--- src/siodc_pkg.sv ---
// Shared constants for the sensor I/O, diagnostic and control register block.
package siodc_pkg;

    // ==========================================================
    // Timing
    // ==========================================================
    localparam int CLK_MHZ = 100;
    localparam int DRDY_MIN_US = 100;
    localparam int DRDY_MAX_US = 200;
    // Aim at the middle of the allowed window so clock tolerance cannot push it out.
    localparam int DRDY_PULSE_CYCLES = ((DRDY_MIN_US + DRDY_MAX_US) / 2) * CLK_MHZ;

    // ==========================================================
    // Serial frame layout
    // ==========================================================
    localparam int FRAME_BITS = 16;
    localparam int FRAME_WRITE_BIT = 15;
    localparam logic [4:0] FRAME_LEN = 5'h10;

    // ==========================================================
    // Register byte addresses (low byte; high byte is address plus one)
    // ==========================================================
    localparam logic [6:0] ADDR_ALARM_CONTROL = 7'h28;
    localparam logic [6:0] ADDR_ANALOG_OUT_CODE = 7'h30;
    localparam logic [6:0] ADDR_LINE_DIRECTION_LEVEL = 7'h32;
    localparam logic [6:0] ADDR_MISC_TEST_READY_CONTROL = 7'h34;
    localparam logic [6:0] ADDR_DIAGNOSTIC_FLAGS = 7'h3C;
    localparam logic [6:0] ADDR_GLOBAL_COMMAND = 7'h3E;

    // ==========================================================
    // Field positions
    // ==========================================================
    localparam int LINE_DIR_LSB = 0;
    localparam int LINE_LVL_LSB = 8;
    localparam int MISC_READY_SEL = 0;
    localparam int MISC_READY_POL = 1;
    localparam int MISC_READY_EN = 2;
    localparam int MISC_STIM_POS = 8;
    localparam int MISC_STIM_NEG = 9;
    localparam int MISC_SELF_TEST = 10;
    localparam int MISC_MEM_TEST = 11;
    localparam int ALARM_SEL = 0;
    localparam int ALARM_POL = 1;
    localparam int ALARM_EN = 2;
    localparam int GLOBAL_DAC_LATCH = 2;
    localparam int DIAG_SUPPLY_LOW = 0;
    localparam int DIAG_SUPPLY_HIGH = 1;
    localparam int DIAG_FLASH_UPDATE = 2;
    localparam int DIAG_COMM_FAIL = 3;
    localparam int DIAG_OVERRANGE = 4;
    localparam int DIAG_SELF_TEST = 5;
    localparam int DIAG_MEM_TEST = 6;
    localparam int DIAG_ALARM1 = 8;
    localparam int DIAG_ALARM2 = 9;

    // ==========================================================
    // Writable masks and reset values
    // ==========================================================
    localparam logic [15:0] LINE_MASK = 16'h0303;
    localparam logic [15:0] MISC_MASK = 16'h0F07;
    localparam logic [15:0] DAC_MASK = 16'h0FFF;
    localparam logic [15:0] ALARM_MASK = 16'h0007;
    localparam logic [15:0] LINE_RST = 16'h0000;
    localparam logic [15:0] MISC_RST = 16'h0000;
    localparam logic [11:0] DAC_RST = 12'h000;
    localparam logic [2:0] ALARM_RST = 3'h0;
    localparam logic [15:0] DIAG_RST = 16'h0000;

    // ==========================================================
    // Test sequencer states
    // ==========================================================
    typedef enum logic [2:0] {
        SIODC_IDLE = 3'b001,
        SIODC_SELF = 3'b010,
        SIODC_MEM = 3'b100
    } siodc_test_t;

endpackage

--- src/siodc_ready_pulse.sv ---
// Data-ready pulse stretcher: one fixed-width pulse per new sample that arrives while no pulse is running.
`timescale 1ns/1ps

module siodc_ready_pulse #(
    parameter int PULSE_CYCLES = siodc_pkg::DRDY_PULSE_CYCLES
) (
    input wire logic sys_clk,
    input wire logic rst_n,
    input wire logic sample_tick,
    input wire logic enable,
    output logic pulse
);

    localparam int CW = $clog2(PULSE_CYCLES + 1);
    localparam logic [CW-1:0] LOAD = CW'(PULSE_CYCLES - 1);

    typedef struct packed {
        logic busy;
        logic [CW-1:0] cnt;
    } siodc_pulse_t;

    siodc_pulse_t s;
    siodc_pulse_t next_s;

    // ==========================================================
    // Pulse timing
    // ==========================================================
    // A tick during a running pulse is ignored so the width never leaves its window.
    always_comb begin
        next_s = s;
        if (s.busy) begin
            if (s.cnt == '0) begin
                next_s.busy = 1'b0;
            end else begin
                next_s.cnt = s.cnt - CW'(1);
            end
        end else if (sample_tick && enable) begin // RULE_06
            next_s.busy = 1'b1;
            next_s.cnt = LOAD; // RULE_05
        end
    end

    always_ff @(posedge sys_clk or negedge rst_n) begin
        if (!rst_n) begin
            s <= '0;
        end else begin
            s <= next_s;
        end
    end

    assign pulse = s.busy;

endmodule

--- src/siodc_core.sv ---
// Serial register bank for digital lines, data ready, analog out code and diagnostics.
// Function
// RULE_01: Line role priority: data ready, then alarm output, then general-purpose control.
// RULE_02: Line register bits 0 and 1 set directions; one means output.
// RULE_03: Line register bits 8 and 9 hold levels driven on output lines.
// RULE_04: Misc bit 2 enables data ready, bit 1 polarity, bit 0 selects line.
// RULE_05: Data-ready pulse lasts between 100 and 200 microseconds.
// RULE_06: One data-ready pulse per new output sample.
// RULE_07: Analog out code is 12-bit offset binary in bits 11 to 0.
// RULE_08: Code writes stay buffered until the latch copies the whole register.
// RULE_09: Host writes low byte, then high byte, then issues the latch.
// RULE_10: Misc bit 10 runs automatic self-test, then clears itself.
// RULE_11: Diagnostic bit 5 reports self-test failure.
// RULE_12: Misc bits 9 and 8 apply negative and positive stimulus while set.
// RULE_13: Misc bit 11 runs memory checksum test, clears, reports in bit 6.
// RULE_14: Reading diagnostic flags clears all error flags except supply flags.
// RULE_15: A persisting error sets its flag again on the next sample.
// RULE_16: Bits 1 and 0 track supply high and low, clearing by themselves.
// RULE_17: Bits 9 and 8 show alarm two and alarm one active.
// RULE_18: Bits 4, 3, 2 flag overrange, serial failure, flash update failure.
// RULE_19: Host waits about 50 ms after stimulus changes and clears stimulus after.
// RULE_20: Input lines read the sampled pin; written levels are not driven.
// RULE_21: Global command bit 2 latches the code and clears after completion.
// RULE_22: Alarm control bit 2 enables, bit 1 polarity, bit 0 selects line.
`timescale 1ns/1ps

module siodc_core #(
    parameter int DRDY_PULSE_CYCLES = siodc_pkg::DRDY_PULSE_CYCLES
) (
    input wire logic sys_clk,
    input wire logic rst_n,
    input wire logic spi_sclk,
    input wire logic spi_cs_n,
    input wire logic spi_mosi,
    output logic spi_miso,
    output logic spi_miso_oe,
    input wire logic [1:0] dio_in,
    output logic [1:0] dio_out,
    output logic [1:0] dio_oe,
    input wire logic sample_tick,
    input wire logic alarm1_active,
    input wire logic alarm2_active,
    input wire logic overrange,
    input wire logic flash_update_fail,
    input wire logic supply_high,
    input wire logic supply_low,
    output logic stim_pos,
    output logic stim_neg,
    output logic self_test_req,
    input wire logic self_test_done,
    input wire logic self_test_fail,
    output logic mem_test_req,
    input wire logic mem_test_done,
    input wire logic mem_test_fail,
    output logic [11:0] dac_code
);

    typedef struct packed {
        logic [2:0] sclk_s;
        logic [2:0] cs_s;
        logic [1:0] mosi_s;
        logic [1:0] dio_s1;
        logic [1:0] dio_s2;
        logic [15:0] rx;
        logic [4:0] cnt;
        logic [15:0] tx;
        logic [15:0] tx_pend;
        logic [15:0] line_dir_lvl;
        logic [15:0] misc;
        logic [11:0] dac_hold;
        logic [11:0] dac_out;
        logic [2:0] alarm_ctl;
        logic dac_latch;
        logic [15:0] diag;
        siodc_pkg::siodc_test_t test_state;
        logic st_req;
        logic mem_req;
        logic [1:0] dio_out;
        logic [1:0] dio_oe;
    } siodc_core_t;

    siodc_core_t s;
    siodc_core_t next_s;
    logic ready_pulse;

    // ==========================================================
    // Data-ready pulse source
    // ==========================================================
    siodc_ready_pulse #(
        .PULSE_CYCLES(DRDY_PULSE_CYCLES)
    ) u_ready (
        .sys_clk(sys_clk),
        .rst_n(rst_n),
        .sample_tick(sample_tick),
        .enable(s.misc[siodc_pkg::MISC_READY_EN]),
        .pulse(ready_pulse)
    );

    // ==========================================================
    // Next-state logic
    // ==========================================================
    always_comb begin
        logic sclk_rise;
        logic sclk_fall;
        logic cs_fall;
        logic cs_rise;
        logic frame_ok;
        logic [6:0] addr;
        logic [6:0] reg_base;
        logic [7:0] wdata;
        logic [15:0] rdata;
        logic [1:0] line_lvl;
        logic ready_lvl;
        logic alarm_lvl;
        sclk_rise = 1'b0;
        sclk_fall = 1'b0;
        cs_fall = 1'b0;
        cs_rise = 1'b0;
        frame_ok = 1'b0;
        addr = '0;
        reg_base = '0;
        wdata = '0;
        rdata = '0;
        line_lvl = '0;
        ready_lvl = 1'b0;
        alarm_lvl = 1'b0;
        next_s = s;

        // Pins come from outside the clock domain, so each goes through two stages; clock and select get a third for edge detection.
        next_s.sclk_s = {s.sclk_s[1:0], spi_sclk};
        next_s.cs_s = {s.cs_s[1:0], spi_cs_n};
        next_s.mosi_s = {s.mosi_s[0], spi_mosi};
        next_s.dio_s1 = dio_in;
        next_s.dio_s2 = s.dio_s1;

        sclk_rise = s.sclk_s[1] && !s.sclk_s[2];
        sclk_fall = !s.sclk_s[1] && s.sclk_s[2];
        cs_fall = !s.cs_s[1] && s.cs_s[2];
        cs_rise = s.cs_s[1] && !s.cs_s[2];

        // ======================================================
        // Serial shifter, clock idles high, sampled on rising edges
        // ======================================================
        if (cs_fall) begin
            next_s.tx = s.tx_pend;
            next_s.cnt = '0;
        end else if (!s.cs_s[1]) begin
            if (sclk_rise) begin
                next_s.rx = {s.rx[14:0], s.mosi_s[1]};
                if (s.cnt != 5'h1F) begin
                    next_s.cnt = s.cnt + 5'h01;
                end
            end
            // The first falling edge only starts the frame; the top bit is already out.
            if (sclk_fall && s.cnt != '0) begin
                next_s.tx = {s.tx[14:0], 1'b0};
            end
        end
        frame_ok = cs_rise && (s.cnt == siodc_pkg::FRAME_LEN);

        // ======================================================
        // Register access at the end of a complete frame
        // ======================================================
        addr = s.rx[14:8];
        reg_base = {addr[6:1], 1'b0};
        wdata = s.rx[7:0];
        for (int i = 0; i < 2; i++) begin
            line_lvl[i] = s.line_dir_lvl[siodc_pkg::LINE_DIR_LSB + i] ?
                s.line_dir_lvl[siodc_pkg::LINE_LVL_LSB + i] : s.dio_s2[i]; // RULE_20
        end
        case (reg_base)
            siodc_pkg::ADDR_LINE_DIRECTION_LEVEL: rdata = {6'h00, line_lvl, 6'h00,
                s.line_dir_lvl[siodc_pkg::LINE_DIR_LSB +: 2]};
            siodc_pkg::ADDR_MISC_TEST_READY_CONTROL: rdata = s.misc;
            siodc_pkg::ADDR_ANALOG_OUT_CODE: rdata = {4'h0, s.dac_hold};
            siodc_pkg::ADDR_ALARM_CONTROL: rdata = {13'h0000, s.alarm_ctl};
            siodc_pkg::ADDR_GLOBAL_COMMAND: begin
                rdata = 16'(s.dac_latch) << siodc_pkg::GLOBAL_DAC_LATCH;
            end
            siodc_pkg::ADDR_DIAGNOSTIC_FLAGS: rdata = s.diag;
            default: rdata = 16'h0000;
        endcase

        if (frame_ok && s.rx[siodc_pkg::FRAME_WRITE_BIT]) begin
            case (reg_base)
                siodc_pkg::ADDR_LINE_DIRECTION_LEVEL: begin // RULE_02 RULE_03
                    next_s.line_dir_lvl[{addr[0], 3'h0} +: 8] = wdata;
                    next_s.line_dir_lvl = next_s.line_dir_lvl & siodc_pkg::LINE_MASK;
                end
                siodc_pkg::ADDR_MISC_TEST_READY_CONTROL: begin // RULE_04 RULE_12
                    next_s.misc[{addr[0], 3'h0} +: 8] = wdata;
                    next_s.misc = next_s.misc & siodc_pkg::MISC_MASK;
                end
                siodc_pkg::ADDR_ANALOG_OUT_CODE: begin // RULE_07 RULE_09
                    if (addr[0]) begin
                        next_s.dac_hold[11:8] = wdata[3:0];
                    end else begin
                        next_s.dac_hold[7:0] = wdata;
                    end
                end
                siodc_pkg::ADDR_ALARM_CONTROL: begin // RULE_22
                    if (!addr[0]) begin
                        next_s.alarm_ctl = wdata[2:0];
                    end
                end
                siodc_pkg::ADDR_GLOBAL_COMMAND: begin // RULE_21
                    if (!addr[0] && wdata[siodc_pkg::GLOBAL_DAC_LATCH]) begin
                        next_s.dac_latch = 1'b1;
                    end
                end
                default: begin
                end
            endcase
        end else if (frame_ok) begin
            // A read returns its data during the following frame.
            next_s.tx_pend = rdata;
            if (reg_base == siodc_pkg::ADDR_DIAGNOSTIC_FLAGS) begin
                next_s.diag = '0; // RULE_14
            end
        end

        // ======================================================
        // Converter latch and self-test / memory-test sequencer
        // ======================================================
        if (s.dac_latch) begin
            next_s.dac_out = s.dac_hold; // RULE_08
            next_s.dac_latch = 1'b0; // RULE_21
        end

        case (s.test_state)
            siodc_pkg::SIODC_IDLE: begin
                if (s.misc[siodc_pkg::MISC_SELF_TEST]) begin // RULE_10
                    next_s.st_req = 1'b1;
                    next_s.test_state = siodc_pkg::SIODC_SELF;
                end else if (s.misc[siodc_pkg::MISC_MEM_TEST]) begin // RULE_13
                    next_s.mem_req = 1'b1;
                    next_s.test_state = siodc_pkg::SIODC_MEM;
                end
            end
            siodc_pkg::SIODC_SELF: begin
                if (self_test_done) begin
                    next_s.st_req = 1'b0;
                    next_s.diag[siodc_pkg::DIAG_SELF_TEST] = self_test_fail; // RULE_11
                    next_s.misc[siodc_pkg::MISC_SELF_TEST] = 1'b0; // RULE_10
                    next_s.test_state = siodc_pkg::SIODC_IDLE;
                end
            end
            siodc_pkg::SIODC_MEM: begin
                if (mem_test_done) begin
                    next_s.mem_req = 1'b0;
                    next_s.diag[siodc_pkg::DIAG_MEM_TEST] = mem_test_fail; // RULE_13
                    next_s.misc[siodc_pkg::MISC_MEM_TEST] = 1'b0;
                    next_s.test_state = siodc_pkg::SIODC_IDLE;
                end
            end
            default: begin
                next_s.st_req = 1'b0;
                next_s.mem_req = 1'b0;
                next_s.test_state = siodc_pkg::SIODC_IDLE;
            end
        endcase

        // ======================================================
        // Diagnostic flags; every set is applied after the read clear
        // ======================================================
        if (cs_rise && s.cnt != '0 && s.cnt != siodc_pkg::FRAME_LEN) begin
            next_s.diag[siodc_pkg::DIAG_COMM_FAIL] = 1'b1; // RULE_18
        end
        if (sample_tick) begin // RULE_15
            next_s.diag[siodc_pkg::DIAG_OVERRANGE] |= overrange; // RULE_18
            next_s.diag[siodc_pkg::DIAG_FLASH_UPDATE] |= flash_update_fail; // RULE_18
            next_s.diag[siodc_pkg::DIAG_ALARM1] |= alarm1_active; // RULE_17
            next_s.diag[siodc_pkg::DIAG_ALARM2] |= alarm2_active; // RULE_17
        end
        next_s.diag[siodc_pkg::DIAG_SUPPLY_HIGH] = supply_high; // RULE_16
        next_s.diag[siodc_pkg::DIAG_SUPPLY_LOW] = supply_low; // RULE_16

        // ======================================================
        // Digital line roles
        // ======================================================
        ready_lvl = s.misc[siodc_pkg::MISC_READY_POL] ? ready_pulse : !ready_pulse;
        alarm_lvl = (alarm1_active || alarm2_active) ~^ s.alarm_ctl[siodc_pkg::ALARM_POL];
        for (int i = 0; i < 2; i++) begin
            if (s.misc[siodc_pkg::MISC_READY_EN] &&
                    s.misc[siodc_pkg::MISC_READY_SEL] == 1'(i)) begin // RULE_01 RULE_04
                next_s.dio_oe[i] = 1'b1;
                next_s.dio_out[i] = ready_lvl; // RULE_05
            end else if (s.alarm_ctl[siodc_pkg::ALARM_EN] &&
                    s.alarm_ctl[siodc_pkg::ALARM_SEL] == 1'(i)) begin // RULE_01 RULE_22
                next_s.dio_oe[i] = 1'b1;
                next_s.dio_out[i] = alarm_lvl;
            end else begin // RULE_01 RULE_02 RULE_03 RULE_20
                next_s.dio_oe[i] = s.line_dir_lvl[siodc_pkg::LINE_DIR_LSB + i];
                next_s.dio_out[i] = s.line_dir_lvl[siodc_pkg::LINE_LVL_LSB + i];
            end
        end
    end

    // ==========================================================
    // State register
    // ==========================================================
    always_ff @(posedge sys_clk or negedge rst_n) begin
        if (!rst_n) begin
            s <= '0;
            s.sclk_s <= 3'h7;
            s.cs_s <= 3'h7;
            s.line_dir_lvl <= siodc_pkg::LINE_RST;
            s.misc <= siodc_pkg::MISC_RST;
            s.dac_hold <= siodc_pkg::DAC_RST;
            s.dac_out <= siodc_pkg::DAC_RST;
            s.alarm_ctl <= siodc_pkg::ALARM_RST;
            s.diag <= siodc_pkg::DIAG_RST;
            s.test_state <= siodc_pkg::SIODC_IDLE;
        end else begin
            s <= next_s;
        end
    end

    // ==========================================================
    // Outputs
    // ==========================================================
    // The serial clock must be slower than a quarter of sys_clk for the samplers.
    assign spi_miso = s.tx[15];
    assign spi_miso_oe = !s.cs_s[1];
    assign dio_out = s.dio_out;
    assign dio_oe = s.dio_oe;
    assign stim_pos = s.misc[siodc_pkg::MISC_STIM_POS]; // RULE_12
    assign stim_neg = s.misc[siodc_pkg::MISC_STIM_NEG]; // RULE_12
    assign self_test_req = s.st_req;
    assign mem_test_req = s.mem_req;
    assign dac_code = s.dac_out; // RULE_08

endmodule

--- config.mk ---
export PLATFORM = sky130hd
export DESIGN_NAME = siodc_core
export DESIGN_NICKNAME = d
export VERILOG_FILES = /design/src/siodc_pkg.sv /design/src/siodc_ready_pulse.sv /design/src/siodc_core.sv
export SDC_FILE = /design/constraint.sdc
export NUM_CORES = 1
export LEC_CHECK = 0
export ABC_AREA = 1
export BUFFER_PORTS_ARGS = -buffer_cell sky130_fd_sc_hd__buf_2
export CORE_AREA = 3 3 127 129
export CTS_BUF_LIST = sky130_fd_sc_hd__clkbuf_16
export CTS_CLUSTER_DIAMETER = 120
export DETAILED_ROUTE_END_ITERATION = 10
export DIE_AREA = 0 0 130 132
export PLACE_DENSITY = 0.62
export SLEW_MARGIN = 20
export SYNTH_ARGS = -nofsm -noshare
export SYNTH_HDL_FRONTEND = slang
export SYNTH_SLANG_ARGS = --single-unit
--- constraint.sdc ---
create_clock -name sys_clk -period 1.7 [get_ports sys_clk]
set_input_delay 0.17 -clock sys_clk [delete_from_list [all_inputs] [get_ports sys_clk]]
set_output_delay 0.17 -clock sys_clk [all_outputs]
set_load 0.02 [all_outputs]
=== Yosys cells after proc, flatten, opt, wreduce, memory -nomap -nowiden ===
Cells that the tools add are included.

* Output and inout bits: 22
* Input port bits: 18
* Register bits after elaboration: 137

* Equal/unequal tests: 21
* Bitwise operators: 13
* Add/sub/neg operators: 3
* Reductions and logical operators: 48
* Muxes and demuxes: 58
* Shifts and indexed selects: 2

{| class="wikitable"
|+ Operators by type and width
! kind !! number
|-
| one-hot mux 12 bit (6 select lines) || 1
|-
| 2-to-1 mux 21 bit || 2
|-
| equality test 6 x 5 -> 1 bit, second input constant || 6
|-
| bitwise mux 16 bit || 2
|-
| 2-to-1 mux 1 bit || 31
|-
| 2-to-1 mux 10 bit || 3
|-
| 2-to-1 mux 15 bit || 2
|-
| AND reduction 3 bit || 9
|-
| 2-to-1 mux 12 bit || 2
|-
| 2-to-1 mux 24 bit || 1
|-
| nonzero test 2 bit || 9
|-
| 2-to-1 mux 16 bit || 1
|-
| variable shift 8 x 6 -> 16 bit, first input constant || 1
|-
| indexed part select 8 x 6 -> 16 bit || 1
|-
| logical AND 1 bit || 15
|-
| zero test 14 bit || 1
|-
| 2-to-1 mux 14 bit || 1
|-
| subtractor 14 x 1 -> 14 bit, second input constant || 1
|-
| != test 2 bit, second input constant || 6
|-
| 2-to-1 mux 5 bit || 2
|-
| != test 5 bit, second input constant || 2
|-
| AND reduction 2 bit || 5
|-
| 2-to-1 mux 3 bit || 3
|-
| one-hot mux 3 bit (3 select lines) || 1
|-
| other kinds (19) || 37
|}

=== Logic depth before layout (Yosys ltp) ===
* Depth in word-level cells: 7
* Gate-level depth with buffers: 10
* Depth with buffers taken out: 10

=== By module ===
From an unflattened synthesis, not the netlist that was laid out.

* Cells, all modules: 705
* Area, all modules: 6118.4 um^2

{| class="wikitable"
|+ Modules (own cells, without submodules)
! module !! times used !! cells an instance !! area each (um^2)
|-
| siodc_core || 1 || 587 || 5238.8
|-
| siodc_ready_pulse || 1 || 118 || 879.6
|}

=== Least setup slack after synthesis ===
Ideal clock, no wire load.

* Path kind: register to register
* From: reg s[117] in the netlist's numbering
* To: reg s[48] in the netlist's numbering
* Cell stages (with the launch flop): 11
* Setup slack: 0.170 ns
* Required time: 1.583 ns
* Period minus slack after synthesis: 1.530 ns
* Arrival: 1.412 ns
* Buffers on the path: 1
* Cell sequence: dfrtp_1 inv_1 ha_1 nand3_2 nor2_2 nand2_1 nor2_4 nand2_2 buf_6 nand2_1 o21ai_2

* Longest elaborated chain between the ends: 4

{| class="wikitable"
|+ Ends and longest elaborated chain
! item !! line !! source
|-
| from (decl) || siodc_core.sv:82 || <nowiki>siodc_core_t s;</nowiki>
|-
| from (signal assigned) || siodc_core.sv:315 || <nowiki>s <= next_s;</nowiki>
|-
| equality test 5 bit || siodc_core.sv:159 || <nowiki>frame_ok = cs_rise && (s.cnt == siodc_pkg::FRAME_LEN);</nowiki>
|-
| logical AND 1 bit || siodc_core.sv:159 ||
|-
| logical AND 1 bit || siodc_core.sv:184 || <nowiki>if (frame_ok && s.rx[siodc_pkg::FRAME_WRITE_BIT]) begin</nowiki>
|-
| AND reduction 3 bit (no line) || - ||
|}

Every way passes these cells.
A chain may end at the register's enable or synchronous reset.

=== Final worst setup path ===
* From: reg s[118] in the netlist's numbering
* To: reg s[28] in the netlist's numbering

The elaborated chain is that of the path after synthesis.

==> out/results.tsv <==
stage	metric	value	unit
outcome	status	finished clean	
sta	final clock skew	0.0197	ns
sta	Rel. slew slack	0.690	
cells_and_area	share of cells above drive strength 1	0.167	
sta	f_max	618	MHz
route	Via density	4.78	
sta	final hold viol count	0	
cells_and_area	layout net count	821	
setup_path	WS Path Type	flop to flop	
cells_and_area	final std cells w/o fill	1000	
setup_path	max incr delay on CP	0.40	ns
setup_path	R2R cell count	10	
placed_design	# port buffers	39	
power_and_ir_drop	overall power	0.00729	W
route	vias	4778	
synth	xor and xnor area share after synthesis	0.00567	
cells_and_area	P&R area growth vs syn	19.6	%
setup_path	CP startpoint	s[118]	
cells_and_area	most frequent cells in the layout	233 x nand2_1, 126 x dfrtp_1, 78 x inv_1, 78 x o21ai_0, 49 x nor2_1	
floorplanning	FP Rows	45	
placed_design	Cells after DPL	954	
synth	simple-gate share of the synthesized area	0.266	
hold_path	Hold Crit Class	input port to flop	
clock_tree	root buffer cell	clkbuf_16	
placed_design	DP HPWL	9670	µm
setup_path	arrival time worst endpoint	1.96	ns
sta	fin crit share	0.951	
cells_and_area	commonest non-fill, non-tap cell in the layout	nand2_1	
route	DRT Pass-1 Iters	5	
clock_tree	total CTS buffers	17	
route	DRT iter0 DRCs	299	
global_route	Tot GR Track Use	0.170	
setup_path	Reg2Reg Launch Point	s[118]	
synth	Post-Synth Adder-Cell Area	0.00810	
synth	Yosys top cell by area	dfrtp_1	
clock_tree	Clock Path Buffers	2	
power_and_ir_drop	Leakage	3.56	nW
synth	Synth Cell Area	6180	µm²
hold_path	hold depth	3	
setup_path	CP required	2.05	ns
floorplanning	die height	132	µm
floorplanning	Starting Density	0.408	
power_and_ir_drop	peak supply drop	0.633	mV
synth	main combinational cell family by area after synthesis	simple AND/OR/NAND/NOR gates	
sta	RSZ-0062 raised after global routing	yes	
flow_run	maxcap violations	0	
global_route	vias in the first global route	4564	
route	WL per Instance	13.7	µm
floorplanning	core box area	15100	µm²
power_and_ir_drop	Pwr Density	986	nW/µm²
sta	Final Setup Violations	0	
floorplanning	Die Area	17200	µm²
floorplanning	IO Count	40	
cells_and_area	Layout fillers	1461	
synth	Synth top area share	0.510	
global_route	largest net degree at the start of global routing	48	
clock_tree	Clock transition at path regs	0.06	ns
synth	Seq cells post-synth	133	
route	Detail Route Antenna Nets	0	
global_route	total grt overflow	0	
sta	worst slew pin tran	0.464	ns
setup_path	Startpoint Class	flop	
synth	post-synthesis sequential area ratio	0.540	
synth	mux cell area share after synthesis	0	
clock_tree	H-tree Lvls	4	
global_route	initial antenna violation count	0	
sta	Slew Viols, Final	0	
synth	top post-synthesis cells by area	dfrtp_1 51%, nand2_1 14%, o21ai_0 6.4%	
clock_tree	clock sink count	133	
clock_tree	CTS tree	yes	
floorplanning	Die X-Extent	130	µm
cells_and_area	Antenna diodes	0	
global_route	wire length of the first global-routing pass	22900	µm
sta	min cycle time layout	1.62	ns
setup_path	Critical Path Sink	s[28]	
setup_path	worst r2r dst	s[28]	
setup_path	Max stage delay cell, worst path	dfrtp_1	
synth	Syn Inst Count	739	
synth	Syn Nets	761	
clock_tree	worst skew pair latency	0.43	ns
route	Residual DRC	0	
synth	post-synthesis cell type count	36	
synth	synth warn	0	
route	WL final	13700	µm
setup_path	worst-path cell chain	inv_2 -> ha_4 -> nand3_4 -> buf_6 -> nor3_4 -> buf_12 -> nand2_8 -> nor2_4 -> nand2_1 -> o21ai_1	
placed_design	GPL Wtd Cong	0.898	
synth	complex-gate fraction of the synthesized area	0.0976	
setup_path	worst reg-to-reg setup slack	0.08	ns
setup_path	CP max FO	7	
synth	Avg Cell Area, Syn	8.36	µm²
setup_path	Critical Path Sink Type	flop	
==> timing repair <==
item	in CTS	in global routing
setup endpoints to repair	0	24
hold buffers	13	0
resized for setup	0	12
hold endpoints to repair	49	0
setup buffers	0	1
==> critical path: cells and delay by family, from the launching register on <==
family,cells,cell delay [ns]
flip-flops,1,0.40
buffers and inverters,3,0.38
adder cells (fa/ha/maj),1,0.15
AND/OR/NAND/NOR,5,0.53
AO/OA/AOI/OAI,1,0.07
==> worst min-delay path by stage <==
| stage | startpoint | endpoint | slack (ns) |
|---|---|---|---|
| after floorplan | rst_n | dac_code[0] | -0.13 |
| after global placement | rst_n | dac_code[4] | 0.14 |
| after detailed placement | rst_n | dac_code[7] | 0.14 |
| after CTS | self_test_done | s[14] | 0.02 |
| after global routing | sample_tick | s[17] | 0.04 |
| final | mem_test_fail | s[15] | 0.03 |
==> layout make-up <==
type | count | area [µm²] | share of cell area
sequential | 133 | 3340 | 0.451
clock buffer | 17 | 425 | 0.0575
clock inverter | 15 | 166 | 0.0225
multi-input combinational | 492 | 2370 | 0.321
tap | 188 | 235 | 0.0318
inverter | 81 | 304 | 0.0411
timing repair buffer | 74 | 551 | 0.0745
==> routing by layer <==
| metal | track usage | vias to the layer above | routed length, µm | part of all wire |
|---|---|---|---|---|
| met5 | 0 | - | 0 | 0 |
| met4 | 0.0543 | 0 | 140 | 0.010 |
| met3 | 0.0506 | 10 | 435 | 0.032 |
| met2 | 0.257 | 67 | 6420 | 0.47 |
| met1 | 0.235 | 2232 | 6660 | 0.49 |
| li1 | - | 2469 | - | - |
==> cells in the mapped netlist, drive strengths merged <==
cell	number
and2	1
inv	81
o31ai	3
a21oi	5
nor2	58
o21ai	97
buf	25
o21a	2
xor2	4
dfstp	7
nor3	9
dfrtp	126
ha	4
o22ai	1
nand4	12
o211ai	1
clkbuf	8
or2	1
nand2	241
nand3b	2
nand3	51
==> through the flow <==
| stage | hold WS [ns] | instance area, µm² | setup WS (ns) | utilization | setup TNS (ns) |
|---|---|---|---|---|---|
| 6_report | 0.0251 | 7390 | 0.0831 | 0.488 | 0 |
| 5_1_grt | 0.0357 | 7390 | -0.0396 | 0.488 | -0.0971 |
| 4_1_cts | 0.0172 | 7340 | 0.0186 | 0.485 | 0 |
| 3_5_place_dp | 0.142 | 6620 | 0.0243 | 0.437 | 0 |
| 3_3_place_gp | 0.143 | 6620 | 0.0747 | 0.437 | 0 |
| 2_1_floorplan | -0.126 | 6180 | 0.170 | - | 0 |
==> sequential cells by signal, indices dropped and copies added (netlist names), 2 cells and up <==
register	flops
s	90
u_ready.s	14
next_s	7
dio_out	2
dac_code	12
dio_oe	2
==> logic make-up after synthesis <==
logic type,count (synthesis)
buffers and inverters,114
xor gates and xnor gates,4
adders and majority gates,4
and+or+nand+nor,375
AOI/OAI and AO/OA,109
DFF,133
==> power breakdown <==
group	leakage [nW]	internal (W)	switching, W
combinational	1.55	0.000117	0.000243
clock	0.283	0.00228	0.00136
sequential	1.73	0.00324	0.0000401
total	3.56	0.00564	0.00164
(Power assumes the default switching activity.)
